File: config.mk
export PLATFORM = sky130hd
export DESIGN_NAME = tss_sequencer
export DESIGN_NICKNAME = d
export VERILOG_FILES = /design/src/include/tss_pkg.sv /design/src/verilog/tss_sequencer.sv
export SDC_FILE = /design/constraint.sdc
export NUM_CORES = 1
export LEC_CHECK = 0
export CORE_ASPECT_RATIO = 0.6
export CORE_MARGIN = 2
export CORE_UTILIZATION = 40
export DETAILED_ROUTE_END_ITERATION = 10
export DONT_BUFFER_PORTS = 1
export GPL_ROUTABILITY_DRIVEN = 0
export GPL_TIMING_DRIVEN = 0
export SLEW_MARGIN = 10
export SYNTH_ARGS = -nofsm -noshare
export SYNTH_HDL_FRONTEND = slang
export SYNTH_SLANG_ARGS = --single-unit
File: constraint.sdc
create_clock -name aclk -period 3.45 [get_ports aclk]
set_input_delay 0.1725 -clock aclk [delete_from_list [all_inputs] [get_ports aclk]]
set_output_delay 0.1725 -clock aclk [all_outputs]
set_load 0.1 [all_outputs]
File: src/include/tss_pkg.sv
// What this block does
// - limit register 0 is the iteration count of the counter-0 loop jump
// - limit register 1 is the iteration count of the counter-1 loop jump
// - limit register 0 otherwise is the terminal value of counter 0
// - limit register 1 otherwise is the terminal value of counter 1
// - limits are read-only while steps execute and clear to zero at reset
// - wait-high and wait-low steps pick one of sixteen inputs by 4-bit option
// - interrupt step raises one of eight interrupts with options 0 to 7
// - trigger step pulses one of thirty-two outputs by 5-bit option
// - reserved commands and options act as a no-op and execution continues
package tss_pkg;
	localparam logic [7:0] addr_ctrl = 8'h00;
	localparam logic [7:0] addr_status = 8'h04;
	localparam logic [7:0] addr_c0_limit = 8'h08;
	localparam logic [7:0] addr_c1_limit = 8'h0c;
	localparam logic [7:0] addr_irq_stat = 8'h10;
	localparam logic [7:0] addr_irq_mask = 8'h14;
	localparam logic [7:0] addr_step_base = 8'h40;
	localparam logic [15:0] limit_reset = 16'h0000;
	localparam int ctrl_run_bit = 0;
	localparam int step_count = 16;
	localparam int pc_width = 4;
	// step word: [7:4] command, [3:0] option; trigger uses [4:0] with cmd 100x
	localparam logic [3:0] cmd_nop = 4'h0;
	localparam logic [3:0] cmd_wait_high = 4'h1;
	localparam logic [3:0] cmd_wait_low = 4'h2;
	localparam logic [3:0] cmd_irq = 4'h3;
	localparam logic [3:0] cmd_jump_c0 = 4'h4;
	localparam logic [3:0] cmd_jump_c1 = 4'h5;
	localparam logic [3:0] cmd_stop = 4'h6;
	localparam logic [2:0] cmd_trig_hi = 3'h4; // cmd[3:1]=100: trigger step
	localparam logic [3:0] irq_last_opt = 4'h7;

	typedef enum logic [2:0] {
		tss_idle = 3'b001,
		tss_exec = 3'b010,
		tss_wait = 3'b100
	} tss_state_type;

	typedef struct packed {
		logic [7:0] addr;
		logic [31:0] data;
		logic [3:0] strb;
	} tss_wreq_type;
endpackage : tss_pkg

File: src/verilog/tss_sequencer.sv
`timescale 1ns/10ps
module tss_sequencer #(
	parameter int n_inputs = 16,
	parameter int n_irqs = 8,
	parameter int n_trigs = 32
) (
	input wire logic aclk,
	input wire logic aresetn,
	input wire logic [7:0] s_axi_awaddr,
	input wire logic s_axi_awvalid,
	output logic s_axi_awready,
	input wire logic [31:0] s_axi_wdata,
	input wire logic [3:0] s_axi_wstrb,
	input wire logic s_axi_wvalid,
	output logic s_axi_wready,
	output logic [1:0] s_axi_bresp,
	output logic s_axi_bvalid,
	input wire logic s_axi_bready,
	input wire logic [7:0] s_axi_araddr,
	input wire logic s_axi_arvalid,
	output logic s_axi_arready,
	output logic [31:0] s_axi_rdata,
	output logic [1:0] s_axi_rresp,
	output logic s_axi_rvalid,
	input wire logic s_axi_rready,
	input wire logic [n_inputs-1:0] trigger_input_n,
	output logic [n_trigs-1:0] trigger_output_n,
	output logic [n_irqs-1:0] seq_irq,
	output logic irq
);
	typedef struct packed {
		tss_pkg::tss_state_type st;
		logic [3:0] pc;
		logic [15:0] c0_limit;
		logic [15:0] c1_limit;
		logic [15:0] cnt0;
		logic [15:0] cnt1;
		logic run;
		logic [7:0] irq_stat;
		logic [7:0] irq_mask;
		logic aw_got;
		logic w_got;
		tss_pkg::tss_wreq_type wr;
		logic bvalid;
		logic [1:0] bresp;
		logic rvalid;
		logic [1:0] rresp;
		logic [31:0] rdata;
		logic [31:0] trig;
		logic [7:0] sirq;
		logic [15:0][7:0] prog;
	} tss_regs_type;

	tss_regs_type q, d;
	logic [n_inputs-1:0] in_meta_q, in_sync_q;
	logic [7:0] step;
	logic [3:0] cmd, opt;
	logic wr_fire, wr_ok, rd_fire, cond;

	// two-flop sync of inputs arriving from other peripherals
	always_ff @(posedge aclk) begin
		if (!aresetn) begin
			in_meta_q <= '0;
			in_sync_q <= '0;
		end else begin
			in_meta_q <= trigger_input_n;
			in_sync_q <= in_meta_q;
		end
	end

	assign step = q.prog[q.pc];
	assign cmd = step[7:4];
	assign opt = step[3:0];
	assign wr_fire = q.aw_got && q.w_got && !q.bvalid;
	assign rd_fire = s_axi_arvalid && !q.rvalid;
	assign cond = (cmd == tss_pkg::cmd_wait_high) ?
		in_sync_q[opt] : !in_sync_q[opt];

	// next state: bus slave, step engine, interrupt flags
	always_comb begin
		d = q;
		wr_ok = 1'b1;
		d.trig = '0;
		d.sirq = '0;
		if (s_axi_awvalid && !q.aw_got) begin
			d.aw_got = 1'b1;
			d.wr.addr = s_axi_awaddr;
		end
		if (s_axi_wvalid && !q.w_got) begin
			d.w_got = 1'b1;
			d.wr.data = s_axi_wdata;
			d.wr.strb = s_axi_wstrb;
		end
		if (q.bvalid && s_axi_bready)
			d.bvalid = 1'b0;
		if (q.rvalid && s_axi_rready)
			d.rvalid = 1'b0;
		// step execution, one step per cycle unless waiting
		unique case (q.st)
			tss_pkg::tss_idle: begin
				if (q.run) begin
					d.st = tss_pkg::tss_exec;
					d.pc = '0;
					// fresh loop counts each run, so a limit lowered
					// while idle is never overshot
					d.cnt0 = '0;
					d.cnt1 = '0;
				end
			end
			tss_pkg::tss_exec, tss_pkg::tss_wait: begin
				d.pc = q.pc + 4'h1;
				d.st = tss_pkg::tss_exec;
				if (!q.run) begin
					d.st = tss_pkg::tss_idle;
				end else if (cmd[3:1] == tss_pkg::cmd_trig_hi) begin
					d.trig[{cmd[0], opt}] = 1'b1;
				end else begin
					unique case (cmd)
						tss_pkg::cmd_wait_high, tss_pkg::cmd_wait_low: begin
							if (!cond) begin
								d.pc = q.pc;
								d.st = tss_pkg::tss_wait;
							end
						end
						tss_pkg::cmd_irq: begin
							// codes 8..15 fall through as no-op
							if (opt <= tss_pkg::irq_last_opt) begin
								d.sirq[opt[2:0]] = 1'b1;
								d.irq_stat[opt[2:0]] = 1'b1;
							end
						end
						tss_pkg::cmd_jump_c0: begin
							if (q.cnt0 != q.c0_limit) begin
								d.cnt0 = q.cnt0 + 16'h0001;
								d.pc = step[3:0];
							end else begin
								d.cnt0 = '0;
							end
						end
						tss_pkg::cmd_jump_c1: begin
							if (q.cnt1 != q.c1_limit) begin
								d.cnt1 = q.cnt1 + 16'h0001;
								d.pc = step[3:0];
							end else begin
								d.cnt1 = '0;
							end
						end
						tss_pkg::cmd_stop: begin
							d.run = 1'b0;
							d.st = tss_pkg::tss_idle;
						end
						default: ; // reserved commands: no-op
					endcase
				end
			end
			default: d.st = tss_pkg::tss_idle;
		endcase
		// register writes after engine so software clears lose to new sets
		if (wr_fire) begin
			d.aw_got = 1'b0;
			d.w_got = 1'b0;
			d.bvalid = 1'b1;
			unique case (q.wr.addr & 8'hfc)
				tss_pkg::addr_ctrl: begin
					if (q.wr.strb[0])
						d.run = q.wr.data[tss_pkg::ctrl_run_bit];
				end
				tss_pkg::addr_c0_limit: begin
					if (q.st == tss_pkg::tss_idle) begin
						if (q.wr.strb[0]) d.c0_limit[7:0] = q.wr.data[7:0];
						if (q.wr.strb[1]) d.c0_limit[15:8] = q.wr.data[15:8];
					end else begin
						wr_ok = 1'b0;
					end
				end
				tss_pkg::addr_c1_limit: begin
					if (q.st == tss_pkg::tss_idle) begin
						if (q.wr.strb[0]) d.c1_limit[7:0] = q.wr.data[7:0];
						if (q.wr.strb[1]) d.c1_limit[15:8] = q.wr.data[15:8];
					end else begin
						wr_ok = 1'b0;
					end
				end
				tss_pkg::addr_irq_stat: begin
					// write one clears, but a same-cycle set survives
					if (q.wr.strb[0])
						d.irq_stat = q.irq_stat & ~q.wr.data[7:0] | d.sirq;
				end
				tss_pkg::addr_irq_mask: begin
					if (q.wr.strb[0])
						d.irq_mask = q.wr.data[7:0];
				end
				tss_pkg::addr_status: wr_ok = 1'b0;
				default: begin
					if (q.wr.addr[7:6] == 2'b01 && q.st == tss_pkg::tss_idle) begin
						if (q.wr.strb[0])
							d.prog[q.wr.addr[5:2]] = q.wr.data[7:0];
					end else begin
						wr_ok = 1'b0;
					end
				end
			endcase
			d.bresp = wr_ok ? 2'b00 : 2'b10;
		end
		// reads
		if (rd_fire) begin
			d.rvalid = 1'b1;
			d.rresp = 2'b00;
			d.rdata = '0;
			unique case (s_axi_araddr & 8'hfc)
				tss_pkg::addr_ctrl: d.rdata[0] = q.run;
				tss_pkg::addr_status: d.rdata = {24'h0, 1'b0, q.st, q.pc};
				tss_pkg::addr_c0_limit: d.rdata[15:0] = q.c0_limit;
				tss_pkg::addr_c1_limit: d.rdata[15:0] = q.c1_limit;
				tss_pkg::addr_irq_stat: d.rdata[7:0] = q.irq_stat;
				tss_pkg::addr_irq_mask: d.rdata[7:0] = q.irq_mask;
				default: begin
					if (s_axi_araddr[7:6] == 2'b01)
						d.rdata[7:0] = q.prog[s_axi_araddr[5:2]];
					else
						d.rresp = 2'b10;
				end
			endcase
		end
	end

	// single state register
	always_ff @(posedge aclk) begin
		if (!aresetn) begin
			q <= '0;
			q.st <= tss_pkg::tss_idle;
			q.c0_limit <= tss_pkg::limit_reset;
			q.c1_limit <= tss_pkg::limit_reset;
		end else begin
			q <= d;
		end
	end

	// pulses and bus answers come straight from the state register
	assign seq_irq = q.sirq[n_irqs-1:0];
	assign trigger_output_n = q.trig[n_trigs-1:0];
	assign irq = |(q.irq_stat & q.irq_mask);
	assign s_axi_awready = !q.aw_got;
	assign s_axi_wready = !q.w_got;
	assign s_axi_bvalid = q.bvalid;
	assign s_axi_bresp = q.bresp;
	assign s_axi_arready = !q.rvalid;
	assign s_axi_rvalid = q.rvalid;
	assign s_axi_rdata = q.rdata;
	assign s_axi_rresp = q.rresp;

	// limit locking while the engine runs
	a_limit_locked: assert property (
		@(posedge aclk) disable iff (!aresetn)
		q.st != tss_pkg::tss_idle && $past(q.st) != tss_pkg::tss_idle
		|-> $stable(q.c0_limit) && $stable(q.c1_limit))
		else $error("limit changed while running");
	a_limit_refused: assert property (
		@(posedge aclk) disable iff (!aresetn)
		wr_fire && q.st != tss_pkg::tss_idle
		&& (q.wr.addr & 8'hfc) == tss_pkg::addr_c0_limit
		|=> q.bresp == 2'b10 && $stable(q.c0_limit))
		else $error("locked limit write not refused");
	// reserved codes must leave no trace
	a_irq_reserved: assert property (
		@(posedge aclk) disable iff (!aresetn)
		$past(q.st) == tss_pkg::tss_exec && $past(cmd) == tss_pkg::cmd_irq
		&& $past(opt) > 4'h7 && $past(q.run) |-> q.sirq == 8'h00)
		else $error("reserved irq option had effect");
	a_reserved_cmd: assert property (
		@(posedge aclk) disable iff (!aresetn)
		q.st == tss_pkg::tss_exec && q.run
		&& (cmd == 4'h7 || cmd >= 4'ha)
		|=> q.sirq == 8'h00 && q.trig == 32'h0
		&& q.pc == $past(q.pc) + 4'h1)
		else $error("reserved command had effect");
	// option decoding of interrupt, trigger and wait steps
	a_irq_select: assert property (
		@(posedge aclk) disable iff (!aresetn)
		q.st == tss_pkg::tss_exec && q.run && cmd == tss_pkg::cmd_irq
		&& opt < 4'h8 |=> q.sirq == (8'h01 << $past(opt[2:0])))
		else $error("wrong interrupt raised");
	a_trig_select: assert property (
		@(posedge aclk) disable iff (!aresetn)
		q.st == tss_pkg::tss_exec && q.run && cmd[3:1] == 3'h4
		|=> q.trig == (32'h1 << $past({cmd[0], opt})))
		else $error("wrong trigger pulsed");
	a_trig_pulse: assert property (
		@(posedge aclk) disable iff (!aresetn)
		q.trig != 32'h0 |-> $past(q.st) != tss_pkg::tss_idle)
		else $error("trigger without step");
	a_wait_hold: assert property (
		@(posedge aclk) disable iff (!aresetn)
		q.st != tss_pkg::tss_idle && q.run && (cmd == tss_pkg::cmd_wait_high
		|| cmd == tss_pkg::cmd_wait_low) && !cond |=> $stable(q.pc))
		else $error("wait step advanced early");
	// loop jumps against the limits
	a_loop_fall: assert property (
		@(posedge aclk) disable iff (!aresetn)
		q.st != tss_pkg::tss_idle && q.run && cmd == tss_pkg::cmd_jump_c0
		&& q.cnt0 == q.c0_limit |=> q.cnt0 == 16'h0)
		else $error("loop counter 0 not cleared");
	a_loop_take: assert property (
		@(posedge aclk) disable iff (!aresetn)
		q.st != tss_pkg::tss_idle && q.run && cmd == tss_pkg::cmd_jump_c1
		&& q.cnt1 != q.c1_limit |=> q.cnt1 == $past(q.cnt1) + 16'h1)
		else $error("loop counter 1 not counted");
	a_loop_back: assert property (
		@(posedge aclk) disable iff (!aresetn)
		q.st != tss_pkg::tss_idle && q.run && cmd == tss_pkg::cmd_jump_c0
		&& q.cnt0 != q.c0_limit |=> q.pc == $past(opt))
		else $error("loop 0 did not branch");
	a_loop_exit: assert property (
		@(posedge aclk) disable iff (!aresetn)
		q.st != tss_pkg::tss_idle && q.run && cmd == tss_pkg::cmd_jump_c1
		&& q.cnt1 == q.c1_limit |=> q.pc == $past(q.pc) + 4'h1)
		else $error("loop 1 did not fall through");
	a_cnt0_bound: assert property (
		@(posedge aclk) disable iff (!aresetn)
		q.st != tss_pkg::tss_idle |-> q.cnt0 <= q.c0_limit)
		else $error("counter 0 passed its limit");
	a_cnt1_bound: assert property (
		@(posedge aclk) disable iff (!aresetn)
		q.st != tss_pkg::tss_idle |-> q.cnt1 <= q.c1_limit)
		else $error("counter 1 passed its limit");
	// each bus answer is given once and then withdrawn
	a_bvalid_once: assert property (
		@(posedge aclk) disable iff (!aresetn)
		s_axi_bvalid && s_axi_bready |=> !s_axi_bvalid)
		else $error("write response repeated");
	a_rvalid_once: assert property (
		@(posedge aclk) disable iff (!aresetn)
		s_axi_rvalid && s_axi_rready |=> !s_axi_rvalid)
		else $error("read response repeated");
	// main scenarios
	c_irq_step: cover property (@(posedge aclk) q.sirq != 8'h0);
	c_trig_step: cover property (@(posedge aclk) q.trig != 32'h0);
	c_locked_write: cover property (@(posedge aclk)
		q.bvalid && q.bresp == 2'b10);
	c_wait_step: cover property (@(posedge aclk) q.st == tss_pkg::tss_wait);
	c_loop_done: cover property (@(posedge aclk)
		q.st != tss_pkg::tss_idle && cmd == tss_pkg::cmd_jump_c1
		&& q.cnt1 == q.c1_limit && q.cnt1 != 16'h0);
endmodule : tss_sequencer

[After elaboration in Yosys (flattened, before gate mapping)]
Cells that the tools add are included.
Word-level totals
  output and inout port bits: 82
  logic and storage cells: 196
  input bits: 75
  register bits after elaboration: 338
Cells by class
  $add $sub $neg: 3
  eq/ne operators: 30
  reductions and logical operators: 39
  order comparisons: 10
  multiplexer cells: 66
  bitwise logic cells: 7
Operator list (count)
  $bwmux W128: 1
  $mux W8: 15
  $mux W41: 2
  $bmux W8 S4: 2
  $mux W16: 4
  $pmux W32 S2: 1
  $pmux W7 S6: 1
  $mux W35: 1
  $add A16 B1 Y16 const B: 2
  $demux W8 S4: 1
  $mux W32: 1
  $ne A16 B16 Y1: 2
  $eq A6 B2 Y1 const B: 4
  $eq A6 B3 Y1 const B: 4
  $reduce_and A4 Y1: 6
  $mux W7: 3
  $lt A4 B5 Y1 const B: 4
  $mux W19: 1
  $and A8 B8 Y8: 2
  $logic_not A8 Y1: 2
  $or A8 B8 Y8: 2
  $pmux W8 S2: 1
  $mux W1: 14
  $eq A4 B3 Y1 const B: 3
  other kinds (40): 76

[Logic depth before layout (Yosys ltp)]
Gate-level depths: netlist of run 1.
  depth after elaboration: 15
  mapped depth: 13
  mapped depth without buffers: 10

[Least setup slack after synthesis of run 1]
OpenSTA, ideal clock, no wires.
  kind: register to register
  start point: register q[333] (netlist bit)
  end point: register q[335] (netlist bit)
  library setup time: 117 ps
  arrival: 2970 ps
  path buffers: 2
  clock period less this slack: 3088 ps
  path slack: 362 ps
  data required time: 3333 ps
  cell stages (with the launch flop): 12
  cell sequence: dfxtp_1 -> buf_6 -> buf_12 -> inv_4 -> mux4_2 -> mux2i_2 -> mux2_1 -> a2111o_1 -> mux2i_1 -> and2_1 -> or2_2 -> a32o_1
Between the ends
  cells in the longest elaborated chain, start to end: 8
  elaborated cells between the ends (all ways): 22
  classes of those cells: add/sub (1); eq/ne (6); mux (12); reduce/logical (3)
Ends and longest elaborated chain
  start: declaration: RTL line tss_sequencer.sv:54  | tss_regs_type q, d;
  $bmux W8 S4: RTL line tss_sequencer.sv:71  | assign step = q.prog[q.pc];
  $mux W8 (implied by the code): RTL line tss_sequencer.sv:71
  $bmux W1 S4, or another cell as far along: RTL line tss_sequencer.sv:77  | in_sync_q[opt] : !in_sync_q[opt];
  $mux W1 (implied by the code) or $reduce_or A2 Y1 (tied branches): RTL line tss_sequencer.sv:77, tss_sequencer.sv:118
  $logic_not A1 Y1 or $pmux W4 S3 (tied branches): RTL line tss_sequencer.sv:77, tss_sequencer.sv:118
  $mux W1 or $mux W7 (tied branches): RTL line tss_sequencer.sv:76, tss_sequencer.sv:115
  $ne A5 B5 Y1 (no source line) or $mux W4 (tied branches)
  $reduce_and A3 Y1 (no source line) or $pmux W4 S2 (tied branches)
Parallel ways exist; a longest one is shown, timed or not. The select of a mux whose other input is x is not followed.
A chain may end at the register's enable or synchronous reset.

[Worst setup path in the final report of run 1]
  start point: register q[333] (netlist bit)
  end point: register q[295] (netlist bit)
Between the ends
  cells in the longest elaborated chain, start to end: 5
  elaborated cells between the ends (all ways): 7
  classes of those cells: eq/ne (4); mux (2); reduce/logical (1)
Ends and longest elaborated chain (RTL line)
  $bmux W8 S4 *: tss_sequencer.sv:71
  $mux W8 (implied by the code) *: tss_sequencer.sv:71
  $eq A4 B3 Y1 or $eq A3 B3 Y1 (tied branches): tss_sequencer.sv:118, tss_sequencer.sv:115
  $ne A2 B1 Y1 (no source line) or $ne A2 B2 Y1 (tied branches)
  $reduce_and A5 Y1 (no source line) *
Mark *: on every way between the ends. The rest lies on a longest branch, timed or not. The select of a mux whose other input is x is not followed.

==> results of run 1 <==
==> where the power goes <==
part / leakage [nW] / switching (mW) / internal [mW] / total (mW)
Sequential: 2.70 / 0.0469 / 3.91 / 3.95
Combinational: 3.44 / 0.482 / 0.168 / 0.650
Clock: 0.548 / 1.61 / 2.22 / 3.83
Total: 6.70 / 2.14 / 6.29 / 8.43
==> worst max-delay path: stages (launching register included) <==
cell	delay, ns
dfxtp_1	0.35
buf_6	0.18
clkbuf_16	0.19
buf_12	0.16
mux4_2	0.54
mux2i_2	0.20
mux2_4	0.24
nor3b_4	0.28
and3_4	0.24
o21ai_1	0.15
nor3_2	0.40
nand3_1	0.16
xor2_1	0.15
nor2_1	0.05
==> layout by cell type, fill, tap and decap left out, types with 15 or more instances in the layout <==
cell type,Yosys,final
nor3_1,26,21
nand4_1,17,17
a221oi_1,17,15
clkbuf_1,70,74
nand3_1,26,26
nand2_1,315,315
xnor2_1,44,44
a21oi_1,131,131
clkbuf_16,0,36
buf_4,81,92
dlygate4sd3_1,0,47
o21ai_0,17,17
nor2_1,205,197
xor2_1,18,18
mux2i_1,111,105
dfxtp_1,334,333
and2_1,39,38
conb_1,1,18
mux4_2,71,71
==> kinds of logic after synthesis <==
logic type               share of synthesized area, %
flip-flops                                       43.4
buffers and inverters                            6.73
adder cells (fa/ha/maj)                         0.244
AO/OA/AOI/OAI                                    8.13
XOR/XNOR                                         3.52
other                                          0.0243
multiplexers                                     19.1
AND/OR/NAND/NOR                                  18.9
==> worst paths after layout <==
kind	endpoint	startpoint	slack, ns
max	q[295]$_SDFFE_PN0P_	q[333]$_SDFFE_PN0P_	0.03
min	s_axi_rdata[3]$_SDFFE_PN0P_	s_axi_arvalid	0.08
max reg2reg	q[295]$_SDFFE_PN0P_	q[333]$_SDFFE_PN0P_	0.03
min reg2reg	in_sync_q[12]$_SDFF_PN0_	in_meta_q[12]$_SDFF_PN0_	0.43
==> state kept, by name, summed over array words and instances (netlist names), 8 cells and up <==
signal,cells
in_sync_q,16
seq_irq,8
trigger_output_n,32
q,242
in_meta_q,16
s_axi_rdata,16
==> through the flow <==
stage          setup TNS [ns]  area (µm²)
2_1_floorplan               0       15500
3_3_place_gp           -26.63       16100
3_5_place_dp           -15.54       16200
4_1_cts                     0       17900
5_1_grt                -0.309       18100
6_report                    0       18100
==> layout make-up <==
class | instances | area share (%)
multi-input cells | 1173 | 44.0
flip-flops and latches | 334 | 37.0
plain buffers | 167 | 5.62
clock buffers | 43 | 5.18
well taps | 513 | 3.55
repair buffers | 63 | 3.38
clock inverters | 12 | 0.927
inverters | 16 | 0.374
==> synthesized netlist by cell type, types with 14 or more instances <==
cell type / instances
a221oi_1: 17
mux4_2: 71
a21oi_1: 131
xor2_1: 18
mux2_2: 15
nor2_1: 205
buf_4: 81
dfxtp_1: 334
nand2_1: 315
nand3_1: 26
mux2i_1: 111
nor3_1: 26
and2_1: 39
inv_1: 14
nand4_1: 17
o21ai_0: 17
clkbuf_1: 70
xnor2_1: 44
==> layer usage <==
layer	share of wire (%)	vias to the layer above	wire length, µm
met5	0	-	0
met4	1.4	0	721
met3	16	64	8230
met1	45	6331	22900
li1	-	5889	-
met2	38	778	19200
==> repair_timing <==
action	CTS	global route
pin swaps	4	3
endpoints found under the setup margin	53	52
buffers inserted	4	10
gates resized for setup	25	31
hold buffers	47	0
gates cloned	0	1
endpoints found under the hold margin	45	0
==> metrics, run 1 <==
Finished Core Util 47.8%; first-pass GRT wire length 74900 µm; crit path kind reg -> reg; # placed instances 2205; grt total ovfl 0; post-synth cell types 65; Synth top area share 43.4%; number of global-route vias before repair 11800; FFs w/ async S/R, synth 0%; Residual DRC 0; Sequential Area 6690 µm²; routing usage on met1 37.0%; fin crit share 99.1%; nets 1867; max-cap check violation count 0; #FFs+latches synth 334; clock sink count 334; area of the core 37800 µm²; wirelength, routed 51100 µm; final setup fails 0; fin crit period 3.42 ns; r2r worst-path depth 13; Area Growth Syn to Fin 17.4%; Post-Place Worst Slack -0.429 ns; Tightest Pin Transition 1.27 ns; Multi-input gate area 7960 µm²; met2 usage 31.9%; crit path max fanout 10; Max VDD drop 250 µV; clk slew on worst S/H paths 0.06 ns; Max Root-Sink Buffers 3; hold crit path type in -> reg; Post-Layout Cell Count 2321; pin count of the biggest net entering global routing 15; die footprint 40200 µm²; WP data required 3.88 ns; Max-Slew Margin vs Limit 15.1%; final number of hold-violating endpoints 0; io pins 157; Initial DRC Count 1596; Yosys top cell by area dfxtp_1; crit path capture type flop; Max Freq 292 MHz; die width 257 µm; Post-Syn Area 15400 µm²; worst hold margin 0.0836 ns; Via Count 13100; effective utilization at floorplan 40.7%; critical path launch point type flop; H-tree Lvls 2; busiest grt layer met1; Hold Crit Depth 3; DRT antenna net count 0; Synth Warn # 0; Pleak 6.70 nW; IO Port Bufs 0; DP Wirelength 38500 µm; top cells by area, synth dfxtp_1, mux4_2, nand2_1; DR pass1 iterations 5; post-synthesis sequential area ratio 43.4%; Top FF cell, synth dfxtp_1; met3 global-route usage 11.3%; Worst Clk Skew 0.0253 ns; FILL cells 3588; Total GRT Usage 24.7%; number of synthesized flops with an enable pin 0; clk_lat worst skew 0.54 ns; final slew viol count 0; num rows 55; Final WS setup 0.0297 ns; Num CTS Buffers 34; Post-Syn Instances 1674; layout cells sized above 1 16.6%; CTS root buffer clkbuf_16; pwr dens 466 nW/µm²; Avg Inst Size Synth 9.20 µm²; unrepaired setup endpoints after global routing yes; height of the chip 156 µm; drt via density 5.63; Final Power 8.43 mW; Diodes inserted 0; Worst Path Arrival 3.85 ns; CTS tree done; Routed wire per std cell 22.0 µm; status finished, final reports clean; initial antenna violation count 1
Note: power is estimated with default switching activity, not from simulation.
==> inputs of run 2 (changes only) <==
--- a/config.mk
+++ b/config.mk
@@ -5,6 +5,7 @@
 export SDC_FILE = /design/constraint.sdc
 export NUM_CORES = 1
 export LEC_CHECK = 0
+export ABC_AREA = 1
 export CORE_ASPECT_RATIO = 0.6
 export CORE_MARGIN = 2
 export CORE_UTILIZATION = 40
@@ -12,6 +13,7 @@
 export DONT_BUFFER_PORTS = 1
 export GPL_ROUTABILITY_DRIVEN = 0
 export GPL_TIMING_DRIVEN = 0
+export SETUP_SLACK_MARGIN = 0.05
 export SLEW_MARGIN = 10
 export SYNTH_ARGS = -nofsm -noshare
 export SYNTH_HDL_FRONTEND = slang
==> metrics, run 2 <==
status finished, final reports clean (unchanged); top cells by area, synth dfxtp_1, nand2_1, o21ai_0 (was dfxtp_1, mux4_2, nand2_1); Sw Ratio 26.8% (was 25.4%); drt via density 5.66 (was 5.63); Final Power 8.46 mW (was 8.43 mW); DP Wirelength 44800 µm (was 38500 µm); Area Growth Syn to Fin 15.0% (was 17.4%); Final WS setup 0.0353 ns (was 0.0297 ns); reg2reg setup slack 0.04 ns (was 0.03 ns); pwr dens 466 nW/µm² (about the same); post-synth cell types 56 (was 65); number of synthesized flops with an enable pin 0 (unchanged); layout cells sized above 1 10.8% (was 16.6%); crit path capture type flop (unchanged); crit path max fanout 10 (unchanged); Worst Path Arrival 3.84 ns (was 3.85 ns); register with the most flip-flops q (unchanged); Synth Warn # 0 (unchanged); fin crit period 3.41 ns (was 3.42 ns); Post-Syn Area 15800 µm² (was 15400 µm²); Clock power frac 44.5% (was 45.4%); hold crit path type in -> reg (unchanged); Via Count 15800 (was 13100); FFs w/ async S/R, synth 0% (unchanged); Yosys top cell by area dfxtp_1 (unchanged); Reg power frac 47.0% (was 46.9%); grt total ovfl 0 (unchanged); Cell Int Power 6.19 mW (was 6.29 mW); final number of hold-violating endpoints 0 (unchanged); initial antenna violation count 4 (was 1); area of the core 39000 µm² (was 37800 µm²); Total GRT Usage 28.3% (was 24.7%); min-delay src s_axi_araddr[6] (was s_axi_arvalid); first-pass GRT wire length 86800 µm (was 74900 µm); io pins 157 (unchanged); final instance area 18100 µm² (about the same); Avg Inst Size Synth 7.36 µm² (was 9.20 µm²); Top FF cell, synth dfxtp_1 (unchanged); most frequent cells in the layout dfxtp_1, nand2_1, o21ai_0, a21oi_1, inv_1 (was dfxtp_1, nand2_1, nor2_1, a21oi_1, mux2i_1); pin count of the biggest net entering global routing 16 (was 15); DR pass1 iterations 6 (was 5); Residual DRC 0 (unchanged); IO Port Bufs 0 (unchanged); final slew viol count 0 (unchanged); clock sink count 334 (unchanged); FILL cells 3886 (was 3588); Hold Crit Depth 5 (was 3); Num CTS Buffers 34 (unchanged); post-synthesis sequential area ratio 42.4% (was 43.4%); Sequential Area 6690 µm² (about the same); unrepaired setup endpoints after global routing yes (unchanged); nets 2322 (was 1867); Worst R2R End q[271]$_SDFFE_PN0P_ (was q[295]$_SDFFE_PN0P_); clk slew on worst S/H paths 0.07 ns (was 0.06 ns); WP data required 3.87 ns (was 3.88 ns); CTS tree done (unchanged); Cell Area, Placed 16500 µm² (was 16200 µm²); r2r worst-path depth 14 (was 13); most common library cells after synthesis dfxtp_1, nand2_1, o21ai_0 (was dfxtp_1, nand2_1, nor2_1); Pleak 7.11 nW (was 6.70 nW); most common cell after layout, fill and taps aside dfxtp_1 (unchanged); die width 260 µm (was 257 µm); Initial DRC Count 2311 (was 1596); H-tree Lvls 2 (unchanged); CTS root buffer clkbuf_16 (unchanged); Post-Syn Instances 2143 (was 1674); height of the chip 158 µm (was 156 µm); Tightest Pin Transition 1.15 ns (was 1.27 ns); Reg-to-Reg Start q[334]$_SDFFE_PN0P_ (was q[333]$_SDFFE_PN0P_); Max Root-Sink Buffers 3 (unchanged); Multi-input gate area 7110 µm² (was 7960 µm²); net switching power figure 2.26 mW (was 2.14 mW); Worst Clk Skew 0.0168 ns (was 0.0253 ns); Post-Place Worst Slack 0.169 ns (was -0.429 ns); Gate power share 8.5% (was 7.7%); Max VDD drop 331 µV (was 250 µV); #FFs+latches synth 334 (unchanged); Synth top area share 42.4% (was 43.4%); max reg flops 242 (unchanged); Max-Slew Margin vs Limit 23.4% (was 15.1%); critical path launch point type flop (unchanged); die footprint 41100 µm² (was 40200 µm²); num rows 56 (was 55); Finished Core Util 46.5% (was 47.8%); max-cap check violation count 0 (unchanged); crit path kind reg -> reg (unchanged); Max Freq 293 MHz (was 292 MHz); final setup fails 0 (unchanged); DRT antenna net count 0 (unchanged); Routed wire per std cell 21.3 µm (was 22.0 µm); number of global-route vias before repair 14000 (was 11800); clk_lat worst skew 0.54 ns (about the same); wirelength, routed 59400 µm (was 51100 µm); top-count cell post-synth dfxtp_1 (unchanged); effective utilization at floorplan 40.5% (was 40.7%); fin crit share 99.0% (was 99.1%); hold endpoint s_axi_rdata[2]$_SDFFE_PN0P_ (was s_axi_rdata[3]$_SDFFE_PN0P_)
-- run 2: final cells by class --
class,instances,share of cell area [%]
multi-input combinational,1393,39.2
tap,522,3.60
clock buffer,43,5.27
buffer,190,6.31
sequential,334,36.9
clock inverter,16,0.821
inverter,242,5.08
antenna,3,0.0414
timing repair buffer,49,2.80
-- run 2: stage by stage --
step                      hold WS [ns]  instances  TNS, ns
after floorplan                  0.270       2160        0
final                            0.174       2792        0
after CTS                        0.143       2790        0
after detailed placement         0.274       2683        0
after global routing             0.197       2791   -0.755
after global placement           0.272       2682        0
-- run 2: what timing repair did --
item                                   4_1_cts  5_1_grt
resized for setup                            0        5
setup endpoints to repair                    0       47
setup buffers                                0        0
hold buffers                                48        0
endpoints found under the hold margin       51        0
-- run 2: critical path, stage by stage (launching register included) --
cell and delay [ns]:
dfxtp_1 0.34, buf_4 0.22, buf_6 0.21, o21ai_1 0.09
o211ai_1 0.45, nand3_1 0.37, nand2_4 0.25, nand2_4 0.08
nor2_4 0.18, nor2_2 0.09, nor2_8 0.26, inv_4 0.11
o21ai_2 0.27, buf_2 0.30, nor2_1 0.08
-- run 2: power groups by stage --
stage	Combinational (mW)	Clock (mW)	Sequential [mW]
floorplan	0.491	0	4.03
global placement	0.646	0	4.05
detailed placement	0.650	0	4.05
CTS	0.698	3.79	3.97
global route	0.755	3.95	3.97
finish	0.721	3.76	3.97
-- run 2: kinds of logic (layout without fill, tap and decap cells) --
| group | Yosys count | count (layout) | synth area share (%) |
|---|---|---|---|
| AO/OA/AOI/OAI | 641 | 641 | 22.9 |
| XOR/XNOR | 32 | 32 | 1.78 |
| adder cells (fa/ha/maj) | 3 | 3 | 0.238 |
| buffers and inverters | 433 | 540 | 13.1 |
| flip-flops | 334 | 334 | 42.4 |
| other | 1 | 21 | 0.0238 |
| AND/OR/NAND/NOR | 699 | 699 | 19.5 |
-- run 2: worst max-delay path by stage --
stage                              startpoint                            to  slack [ns]  depth (start not counted)
floorplan           s_axi_rvalid$_SDFFE_PN0P_  s_axi_rdata[14]$_SDFFE_PN0P_        0.95                          6
global route              q[335]$_SDFFE_PN0P_             q[267]$_SDFF_PN0_       -0.10                         12
finish                    q[334]$_SDFFE_PN0P_           q[271]$_SDFFE_PN0P_        0.04                         14
CTS                       q[250]$_SDFFE_PP0P_            q[22]$_SDFFE_PN0P_        0.13                         10
detailed placement        q[250]$_SDFFE_PP0P_           q[110]$_SDFFE_PN0P_        0.17                         11
global placement          q[250]$_SDFFE_PP0P_            q[22]$_SDFFE_PN0P_        0.18                         10
-- run 2: layer usage --
layer	GRT usage [%]	vias to the layer above	part of all wire (%)
met5	0	-	0
met4	7.92	0	2.5
met3	12.2	132	16
met2	35.5	1023	36
met1	42.5	7392	45
li1	-	7268	-
